--- config.mk ---
export PLATFORM = sky130hd
export DESIGN_NAME = hpw_ctrl
export DESIGN_NICKNAME = d
export VERILOG_FILES = /design/src/rtl/hpw_pkg.sv /design/src/rtl/hpw_ctrl.sv
export SDC_FILE = /design/constraint.sdc
export NUM_CORES = 1
export LEC_CHECK = 0
export ABC_AREA = 1
export BUFFER_PORTS_ARGS = -buffer_cell sky130_fd_sc_hd__buf_2
export CORE_MARGIN = 3
export CORE_UTILIZATION = 35
export DETAILED_ROUTE_END_ITERATION = 8
export PLACE_DENSITY = 0.58
export REMOVE_ABC_BUFFERS = 1
export SLEW_MARGIN = 30
export SYNTH_ARGS = -nofsm -noshare
export SYNTH_HDL_FRONTEND = slang
export SYNTH_SLANG_ARGS = --single-unit
--- constraint.sdc ---
create_clock -name clk_i -period 2.3 [get_ports clk_i]
set_input_delay 0.46 -clock clk_i [delete_from_list [all_inputs] [get_ports clk_i]]
set_output_delay 0.46 -clock clk_i [all_outputs]
set_load 0.05 [all_outputs]
--- src/rtl/hpw_pkg.sv ---
/*
 * Shared constants and types for the halt, power-down and watchdog block.
 * Assumes a 10 MHz system clock and a 32-bit classic Wishbone register bus.
 */
package hpw_pkg;

    // System clock rate
    localparam int CLK_HZ = 10_000_000;

    // Register byte offsets on the bus
    localparam logic [7:0] ADR_WATCHDOG_CONTROL  = 8'h00;  // watchdog_control
    localparam logic [7:0] ADR_SCC   = 8'h04;  // system_clock_ctrl_reg keep bits
    localparam logic [7:0] ADR_STAT  = 8'h08;  // power_down_flag, watchdog_expired_flag
    localparam logic [7:0] ADR_RSTF  = 8'h0C;  // reset_flag_reg
    localparam logic [7:0] ADR_PORT_A_WAKE_ENABLE  = 8'h10;  // port_a_wake_enable

    // Field positions
    localparam int KEY_MSB       = 7;
    localparam int KEY_LSB       = 3;
    localparam int SEL_MSB       = 2;
    localparam int FAST_KEEP_BIT = 1;
    localparam int SLOW_KEEP_BIT = 0;
    localparam int EXPD_BIT      = 0;
    localparam int PDF_BIT       = 1;
    localparam int KEYRF_BIT     = 0;

    // Reset values and key codes
    localparam logic [7:0] WATCHDOG_CONTROL_RST = 8'h53;
    localparam logic [1:0] KEEP_RST = 2'h0;
    localparam logic [4:0] KEY_DIS  = 5'h15;
    localparam logic [4:0] KEY_EN   = 5'h0A;

    // Timing: soft reset delay and oscillator settle time after wake
    localparam int SRESET_US     = 50;
    localparam int SRST_CYC      = (SRESET_US * CLK_HZ + 999_999) / 1_000_000;
    localparam int OSC_SETTLE_US = 20;
    localparam int SETTLE_CYC    = (OSC_SETTLE_US * CLK_HZ + 999_999) / 1_000_000;

    // Operating modes
    typedef enum logic [2:0] {
        MD_RUN,
        MD_SLEEP,
        MD_IDLE0,
        MD_IDLE1,
        MD_IDLE2,
        MD_WAKE
    } hpw_mode_t;

    // What happens when wake settling ends
    typedef enum logic [1:0] {
        WK_RESUME,
        WK_SERVICE,
        WK_PCSP
    } hpw_wake_t;

    // Terminal count for each period select code
    function automatic logic [17:0] wdt_top(input logic [2:0] sel);
        case (sel)
            3'h0:    return 18'h0_00FF;
            3'h1:    return 18'h0_03FF;
            3'h2:    return 18'h0_0FFF;
            3'h3:    return 18'h0_3FFF;
            3'h4:    return 18'h0_7FFF;
            3'h5:    return 18'h0_FFFF;
            3'h6:    return 18'h1_FFFF;
            default: return 18'h3_FFFF;
        endcase
    endfunction

endpackage

--- src/rtl/hpw_ctrl.sv ---
/*
 * Halt power-down controller with watchdog, clock gating enables and wake logic.
 * Assumes the core pulses halt_i and clear_watchdog_instr_i for one cycle, the interrupt
 * logic drives request, enable and stack-full levels on clk_i, and port A,
 * the slow oscillator and the oscillator-stable signal arrive asynchronously.
 */
// Register access over Wishbone and the register offsets are this design's own decisions.
// Summary of operation
// - Halt with both keep bits low enters SLEEP; only the watchdog keeps running.
// - Halt with fast keep 0, slow keep 1 enters IDLE0: fast off, slow on.
// - Halt with both keep bits high enters IDLE1: both clocks on, CPU stopped.
// - Halt with fast keep 1, slow keep 0 enters IDLE2: fast on, slow off.
// - Power-down stops execution; memory, registers and ports hold their state.
// - Entering any power-down mode sets the power-down flag, clears expired flag.
// - Halt clears the watchdog counter; it keeps counting only when enabled.
// - Wake on enabled port A falling edge, system interrupt or watchdog overflow.
// - Power-down flag set by halt, cleared only by power-up or clear-watchdog.
// - Overflow while powered down sets expired flag, resets only PC and stack pointer.
// - Per-pin wake enables; a pin wake resumes after the halt instruction.
// - Disabled interrupt or full stack resumes after halt; else normal service.
// - Interrupt already flagged before halt is not a wake source.
// - After wake, hold the CPU until the oscillator restarts and settles.
// - Watchdog counts slow oscillator periods, divided by the period select.
// - Key 10101 disables the watchdog, key 01010 enables it.
// - Any other key resets the device after a delay and sets key-reset flag.
// - Period codes 0 to 7 give 2^8,10,12,14,15,16,17,18 slow periods.
// - Overflow in normal operation resets the device and sets expired flag.
// - Software clears the watchdog periodically with the clear-watchdog instruction.
`timescale 1ns/1ps
`default_nettype none

module hpw_ctrl #(
    parameter int PA_W  = 8,
    parameter int IRQ_W = 8
) (
    // Clock and reset
    input  wire logic              clk_i,
    input  wire logic              rst_i,
    // Wishbone slave
    input  wire logic              wb_cyc_i,
    input  wire logic              wb_stb_i,
    input  wire logic              wb_we_i,
    input  wire logic [7:0]        wb_adr_i,
    input  wire logic [3:0]        wb_sel_i,
    input  wire logic [31:0]       wb_dat_i,
    output logic      [31:0]       wb_dat_o,
    output logic                   wb_ack_o,
    // Core and interrupt logic
    input  wire logic              halt_i,
    input  wire logic              clear_watchdog_instr_i,
    input  wire logic [IRQ_W-1:0]  irq_req_i,
    input  wire logic [IRQ_W-1:0]  irq_en_i,
    input  wire logic              stack_full_i,
    // Asynchronous inputs
    input  wire logic [PA_W-1:0]   port_a_i,
    input  wire logic              slow_osc_i,
    input  wire logic              osc_stable_i,
    // Clock enables, resets and wake pulses
    output logic                   fast_clk_en_o,
    output logic                   low_clk_en_o,
    output logic                   cpu_run_o,
    output logic                   wdt_clk_en_o,
    output logic                   dev_reset_o,
    output logic                   pc_sp_reset_o,
    output logic                   resume_o,
    output logic                   irq_take_o
);

    localparam int SRST_CHK = hpw_pkg::SRST_CYC;

    typedef struct packed {
        logic [7:0]        watchdog_control;
        logic [1:0]        keep;
        logic [PA_W-1:0]   port_a_wake_enable;
        logic              power_down_flag;
        logic              expd;
        logic              keyrf;
        hpw_pkg::hpw_mode_t mode;
        hpw_pkg::hpw_wake_t wake;
        logic [17:0]       wdt_cnt;
        logic              osc_s1;
        logic              osc_s2;
        logic              osc_s3;
        logic              ok_s1;
        logic              ok_s2;
        logic [PA_W-1:0]   pa_s1;
        logic [PA_W-1:0]   pa_s2;
        logic [PA_W-1:0]   pa_s3;
        logic [IRQ_W-1:0]  blocked;
        logic              srst_busy;
        logic [15:0]       srst_cnt;
        logic [15:0]       settle_cnt;
        logic [31:0]       dat;
        logic              ack;
        logic              fast_en;
        logic              low_en;
        logic              cpu_run;
        logic              wdt_run;
        logic              dev_rst;
        logic              pcsp_rst;
        logic              resume;
        logic              irq_take;
    } hpw_state_t;

    hpw_state_t q;
    hpw_state_t d;

    logic              bus_req;
    logic              bus_wr;
    logic              tick;
    logic              wdt_en;
    logic              key_bad;
    logic              ovf;
    logic              pd_mode;
    logic              halt_go;
    logic [PA_W-1:0]   pa_fall;
    logic [IRQ_W-1:0]  irq_new;
    logic              irq_wake;

    // Decoded conditions shared by the next-state logic and the checks
    assign bus_req  = wb_cyc_i & wb_stb_i & ~q.ack;
    assign bus_wr   = bus_req & wb_we_i & wb_sel_i[0];
    assign tick     = q.osc_s2 & ~q.osc_s3;
    assign wdt_en   = q.watchdog_control[hpw_pkg::KEY_MSB:hpw_pkg::KEY_LSB] == hpw_pkg::KEY_EN;
    assign key_bad  = !wdt_en && (q.watchdog_control[hpw_pkg::KEY_MSB:hpw_pkg::KEY_LSB] != hpw_pkg::KEY_DIS);
    assign ovf      = wdt_en & tick
                      & (q.wdt_cnt == hpw_pkg::wdt_top(q.watchdog_control[hpw_pkg::SEL_MSB:0]));
    assign pd_mode  = (q.mode == hpw_pkg::MD_SLEEP) || (q.mode == hpw_pkg::MD_IDLE0)
                      || (q.mode == hpw_pkg::MD_IDLE1) || (q.mode == hpw_pkg::MD_IDLE2);
    assign halt_go  = halt_i && (q.mode == hpw_pkg::MD_RUN);
    // Falling edge seen only after two sync stages; the first stage feeds nothing else
    assign pa_fall  = q.pa_s3 & ~q.pa_s2 & q.port_a_wake_enable;
    // Requests already flagged at halt entry cannot wake the part
    assign irq_new  = irq_req_i & ~q.blocked;
    assign irq_wake = |irq_new;

    // Next-state logic for the whole block
    always_comb begin
        d          = q;
        d.ack      = 1'b0;
        d.dev_rst  = 1'b0;
        d.pcsp_rst = 1'b0;
        d.resume   = 1'b0;
        d.irq_take = 1'b0;

        // Two-stage synchronisers, third stage only for edge detection
        d.osc_s1 = slow_osc_i;
        d.osc_s2 = q.osc_s1;
        d.osc_s3 = q.osc_s2;
        d.ok_s1  = osc_stable_i;
        d.ok_s2  = q.ok_s1;
        d.pa_s1  = port_a_i;
        d.pa_s2  = q.pa_s1;
        d.pa_s3  = q.pa_s2;

        // Bus slave: one-cycle answer, unmapped reads return zero
        d.ack = bus_req;
        if (bus_req) begin
            case (wb_adr_i)
                hpw_pkg::ADR_WATCHDOG_CONTROL: d.dat = {24'h00_0000, q.watchdog_control};
                hpw_pkg::ADR_SCC:  d.dat = {30'h0000_0000, q.keep};
                hpw_pkg::ADR_STAT: d.dat = {30'h0000_0000, q.power_down_flag, q.expd};
                hpw_pkg::ADR_RSTF: d.dat = {31'h0000_0000, q.keyrf};
                hpw_pkg::ADR_PORT_A_WAKE_ENABLE: d.dat = {{(32-PA_W){1'b0}}, q.port_a_wake_enable};
                default:           d.dat = 32'h0000_0000;
            endcase
        end
        if (bus_wr) begin
            case (wb_adr_i)
                hpw_pkg::ADR_WATCHDOG_CONTROL: d.watchdog_control = wb_dat_i[7:0];
                hpw_pkg::ADR_SCC:  d.keep = wb_dat_i[1:0];
                hpw_pkg::ADR_RSTF: begin
                    if (!wb_dat_i[hpw_pkg::KEYRF_BIT]) begin
                        d.keyrf = 1'b0; // Software may only clear it
                    end
                end
                hpw_pkg::ADR_PORT_A_WAKE_ENABLE: d.port_a_wake_enable = wb_dat_i[PA_W-1:0];
                default: ;
            endcase
        end

        // Watchdog counter: clear on instruction or halt, count slow ticks when enabled
        if (clear_watchdog_instr_i || halt_go) begin
            d.wdt_cnt = 18'h0_0000;
        end else if (wdt_en && tick) begin
            d.wdt_cnt = ovf ? 18'h0_0000 : q.wdt_cnt + 18'h0_0001;
        end

        // Clear-watchdog clears the power-down flag; a halt in the same cycle wins
        if (clear_watchdog_instr_i) begin
            d.power_down_flag = 1'b0;
        end

        // Mode machine
        case (q.mode)
            hpw_pkg::MD_RUN: begin
                if (halt_i) begin
                    d.power_down_flag     = 1'b1;
                    d.expd    = 1'b0;
                    d.blocked = irq_req_i;
                    case ({q.keep[hpw_pkg::FAST_KEEP_BIT], q.keep[hpw_pkg::SLOW_KEEP_BIT]})
                        2'b00:   d.mode = hpw_pkg::MD_SLEEP;
                        2'b01:   d.mode = hpw_pkg::MD_IDLE0;
                        2'b11:   d.mode = hpw_pkg::MD_IDLE1;
                        default: d.mode = hpw_pkg::MD_IDLE2;
                    endcase
                end
            end
            hpw_pkg::MD_SLEEP, hpw_pkg::MD_IDLE0, hpw_pkg::MD_IDLE1, hpw_pkg::MD_IDLE2: begin
                if (ovf || (|pa_fall) || irq_wake) begin
                    d.mode       = hpw_pkg::MD_WAKE;
                    d.settle_cnt = 16'h0000;
                    if (ovf) begin
                        d.wake = hpw_pkg::WK_PCSP;
                    end else if (irq_wake && (|(irq_new & irq_en_i)) && !stack_full_i) begin
                        d.wake = hpw_pkg::WK_SERVICE;
                    end else begin
                        d.wake = hpw_pkg::WK_RESUME;
                    end
                end
            end
            hpw_pkg::MD_WAKE: begin
                // Hold the core until the oscillator reports stable and has settled
                if (!q.ok_s2) begin
                    d.settle_cnt = 16'h0000;
                end else if (q.settle_cnt != 16'(hpw_pkg::SETTLE_CYC - 1)) begin
                    d.settle_cnt = q.settle_cnt + 16'h0001;
                end else begin
                    d.mode = hpw_pkg::MD_RUN;
                    case (q.wake)
                        hpw_pkg::WK_PCSP:    d.pcsp_rst = 1'b1;
                        hpw_pkg::WK_SERVICE: d.irq_take = 1'b1;
                        default:             d.resume   = 1'b1;
                    endcase
                end
            end
            default: d.mode = hpw_pkg::MD_RUN;
        endcase

        // Overflow: full reset when running, flag only otherwise; set wins over clear
        if (ovf) begin
            d.expd = 1'b1;
            if (q.mode == hpw_pkg::MD_RUN) begin
                d.dev_rst = 1'b1;
            end
        end

        // Bad key: wait the soft reset delay, then reset and restore the control word
        if (q.srst_busy) begin
            if (q.srst_cnt == 16'(hpw_pkg::SRST_CYC - 1)) begin
                d.srst_busy = 1'b0;
                d.dev_rst   = 1'b1;
                d.keyrf     = 1'b1;
                d.watchdog_control      = hpw_pkg::WATCHDOG_CONTROL_RST;
                d.wdt_cnt   = 18'h0_0000;
                d.mode      = hpw_pkg::MD_RUN;
            end else begin
                d.srst_cnt = q.srst_cnt + 16'h0001;
            end
        end else if (key_bad) begin
            d.srst_busy = 1'b1;
            d.srst_cnt  = 16'h0000;
        end

        // Registered enables follow the next mode and watchdog key so they line up with them
        d.cpu_run = d.mode == hpw_pkg::MD_RUN;
        d.fast_en = (d.mode == hpw_pkg::MD_RUN) || (d.mode == hpw_pkg::MD_WAKE)
                    || (d.mode == hpw_pkg::MD_IDLE1) || (d.mode == hpw_pkg::MD_IDLE2);
        d.low_en  = (d.mode == hpw_pkg::MD_RUN) || (d.mode == hpw_pkg::MD_WAKE)
                    || (d.mode == hpw_pkg::MD_IDLE0) || (d.mode == hpw_pkg::MD_IDLE1);
        d.wdt_run = d.watchdog_control[hpw_pkg::KEY_MSB:hpw_pkg::KEY_LSB] == hpw_pkg::KEY_EN;
    end

    // State register; pins idle high so no false edge leaves reset
    always_ff @(posedge clk_i) begin
        if (rst_i) begin
            q         <= '0;
            q.watchdog_control    <= hpw_pkg::WATCHDOG_CONTROL_RST;
            q.keep    <= hpw_pkg::KEEP_RST;
            q.mode    <= hpw_pkg::MD_RUN;
            q.wake    <= hpw_pkg::WK_RESUME;
            q.pa_s1   <= '1;
            q.pa_s2   <= '1;
            q.pa_s3   <= '1;
            q.fast_en <= 1'b1;
            q.low_en  <= 1'b1;
            q.cpu_run <= 1'b1;
            q.wdt_run <= 1'b1;
        end else begin
            q <= d;
        end
    end

    // Outputs straight from the state register
    assign wb_dat_o      = q.dat;
    assign wb_ack_o      = q.ack;
    assign fast_clk_en_o = q.fast_en;
    assign low_clk_en_o  = q.low_en;
    assign cpu_run_o     = q.cpu_run;
    assign wdt_clk_en_o  = q.wdt_run;
    assign dev_reset_o   = q.dev_rst;
    assign pc_sp_reset_o = q.pcsp_rst;
    assign resume_o      = q.resume;
    assign irq_take_o    = q.irq_take;
endmodule

`default_nettype wire

==> flow_summary.json <==
{
  "drt-total-wl_mm": 14.1,
  "cap_violations": 0,
  "ys_types": 47,
  "final_nets": 1011,
  "min_period_over_period_pct": 90.4,
  "grt_max_degree": 58,
  "root_buffer": "clkbuf_16",
  "grt_pass1_vias": 4868,
  "num_rows": 47,
  "met3_wirelength_um": 638,
  "core-area_um2": 16900,
  "wl_per_cell_um": 12.2,
  "grt_overflow": 0,
  "synth_top_cell_area_share_pct": 42.6,
  "synth_warnings": 0,
  "synth_top_flop_cell": "dfxtp_1",
  "worst_pin_slew_ps": 510,
  "timing.hold.ws_ps": 205,
  "drive_gt1_share_pct": 16.3,
  "cp.buffers_inverters": 1,
  "critical_path_required_ps": 2670,
  "critical-path-max-stage-delay_ps": 370,
  "cp_max_fo": 8,
  "vias_per_cell": 4.62,
  "pin_count": 119,
  "async_flop_share_pct": 0,
  "status": "completed",
  "clk_pin_slew_ps": 60,
  "clk_latency_ps": 430,
  "power.static_leakage_nw": 3.06,
  "die_h_um": 139,
  "dr.max_layer_used": "met4",
  "multiInputGateArea_um2": 2850,
  "period_minus_slack_ps": 2080,
  "arrival_ps": 2450,
  "place_hpwl_mm": 10.5,
  "slew_headroom_pct": 65.9,
  "p_per_area_nw_per_um2": 776,
  "start_kind": "flop",
  "tns_ps": 0,
  "syn-cell-area_um2": 6150,
  "antenna_cells": 0,
  "timing.reg2reg.setup_slack_ps": 220,
  "regArea_um2": 2620,
  "port_buffers": 67,
  "cts_max_level": 4,
  "cts_resized": 0,
  "vias": 5345,
  "wl_met1_mm": 7.09,
  "final_antenna_net_count": 0,
  "postCtsSetupRepairBufs": 0,
  "initial_core_util_pct": 36.4,
  "grt.total_usage_pct": 14.9,
  "synth_area_leaders": "dfxtp_1 (43%), nand2_1 (10%), inv_1 (7.0%), a21oi_1 (5.5%), nor2_1 (5.2%)",
  "slew_violations": 0,
  "yosys.area.top_type": "dfxtp_1",
  "syn_avg_cell_area_um2": 7.21,
  "finClkSkew_ps": 10.1,
  "holdPathStages": 2,
  "cp_slowest_cell": "dfxtp_1",
  "clockBufferDepth": 2,
  "crit_chain": "ha_1 > nand2_1 > inv_1 > nand3_1 > nor3_1 > nand3_1 > nand2_1 > nand2_4 > a21oi_2 > o21ai_1 > nor2_1",
  "synth_commonest_cells": "nand2_1 (167), dfxtp_1 (131), inv_1 (114)",
  "firstDrtPassIters": 4,
  "cts_tree": "built",
  "antenna_found_initial": 0,
  "ir_drop_mv": 0.522,
  "dieArea_um2": 19200,
  "rsz0062_at_grt": "false",
  "ctsHoldBuffers": 0,
  "syn_inst": 853,
  "yosys.cell_count.top_type": "nand2_1",
  "numCtsBuffers": 17,
  "path_delay_family": "simple AND/OR/NAND/NOR gates",
  "criticalPathCategory": "reg2reg",
  "fmax_mhz": 481,
  "routabilityCongestion": 0.812,
  "met2WireLength_mm": 6.17,
  "ys_ff_latch": 131,
  "crit_path_end_kind": "flop",
  "drt_iter0_markers": 305,
  "finalHoldViolations": 0,
  "grt_pass1_wl_mm": 23.4,
  "yosysSeqAreaShare_pct": 42.6,
  "setup_viol": 0,
  "die_w_um": 139,
  "fillers": 1770,
  "area_growth_pct": 17.4,
  "synth_edf_count": 0,
  "cts.sinks": 131,
  "worstRegToRegCells": 11,
  "worst-path-stages": 11,
  "drc": 0,
  "hold_class": "in2reg"
}
[placed cells by master, fill, tap and decap left out, types with 4 or more instances in the layout]
master	synthesis	layout
xor2_1	4	4
nor3_1	12	12
a31oi_1	4	4
o211ai_1	7	7
or2_2	17	17
nand3_1	53	53
or2_1	4	4
nand4_1	20	20
nand2_1	167	167
inv_1	114	114
dfxtp_1	131	131
conb_1	1	24
inv_6	0	6
nor2_2	4	4
o22ai_1	5	5
nand2_2	5	5
clkbuf_16	0	17
nor3_2	4	4
buf_4	33	13
inv_2	4	4
buf_2	3	67
a21oi_1	67	67
clkinv_4	0	4
nor2_1	86	86
ha_1	8	8
o21ai_0	48	48
[layout make-up]
| cell class | instances | share of cell area (%) |
|---|---|---|
| Timing Repair Buffer | 81 | 6.27 |
| Clock inverter | 13 | 1.94 |
| Inverter | 118 | 6.13 |
| Multi-Input combinational cell | 576 | 39.4 |
| Sequential cell | 131 | 36.3 |
| Clock buffer | 19 | 6.13 |
| Tap cell | 220 | 3.81 |
[sequential cells by signal, indices dropped and copies added, names as in the netlist]
name / flops
cpu_run_o: 1
d: 19
dev_reset_o: 1
fast_clk_en_o: 1
irq_take_o: 1
low_clk_en_o: 1
pc_sp_reset_o: 1
q: 95
resume_o: 1
wb_ack_o: 1
wb_dat_o: 8
wdt_clk_en_o: 1
[stage by stage]
stage | util [%] | cell area [µm²] | power (mW) | setup WS [ps] | std cells
6_report | 42.8 | 7220 | 5.60 | 221 | 1158
5_1_grt | 42.8 | 7220 | 5.81 | 28.0 | 1158
2_1_floorplan | - | 5910 | 2.78 | 311 | 825
4_1_cts | 42.8 | 7220 | 5.66 | 202 | 1158
3_5_place_dp | 39.3 | 6640 | 2.98 | 218 | 1126
3_3_place_gp | 39.3 | 6640 | 2.98 | 246 | 1126
[worst register-to-register path: stages, from the launching register on]
cell and delay (ps):
dfxtp_1 370, ha_1 180, nand2_1 70, inv_1 90, nand3_1 100, nor3_1 260
nand3_1 180, nand2_1 170, nand2_4 110, a21oi_2 290, o21ai_1 110, nor2_1 90
[power breakdown]
part | leakage, nW | internal (mW) | switching, mW | total (mW)
Clock | 0.288 | 1.56 | 1.12 | 2.68
Sequential | 1.06 | 2.33 | 0.0271 | 2.36
Combinational | 1.71 | 0.164 | 0.400 | 0.565
Total | 3.06 | 4.05 | 1.55 | 5.60
[cells by family after synthesis]
kind of cell	after synthesis	synth area share [%]
AND/OR/NAND/NOR	387	28.5
buffers and inverters	169	12.5
AO/OA/AOI/OAI	150	13.6
XOR/XNOR	7	0.997
adder cells (fa/ha/maj)	8	1.63
other	1	0.0610
flip-flops	131	42.6
[layer usage]
layer,global-route usage [%],vias up
li1,-,2857
met5,0,-
met3,3.79,17
met2,23.0,103
met1,20.2,2368
met4,5.72,0
[worst paths after layout]
kind / start / endpoint
hold reg to reg: d[109] / d[108]
setup / recovery: q[41] / q[45]
setup reg to reg: q[41] / q[45]
hold / removal: port_a_i[6] / d[96]
No activity file was read; power rests on OpenSTA's default activity.
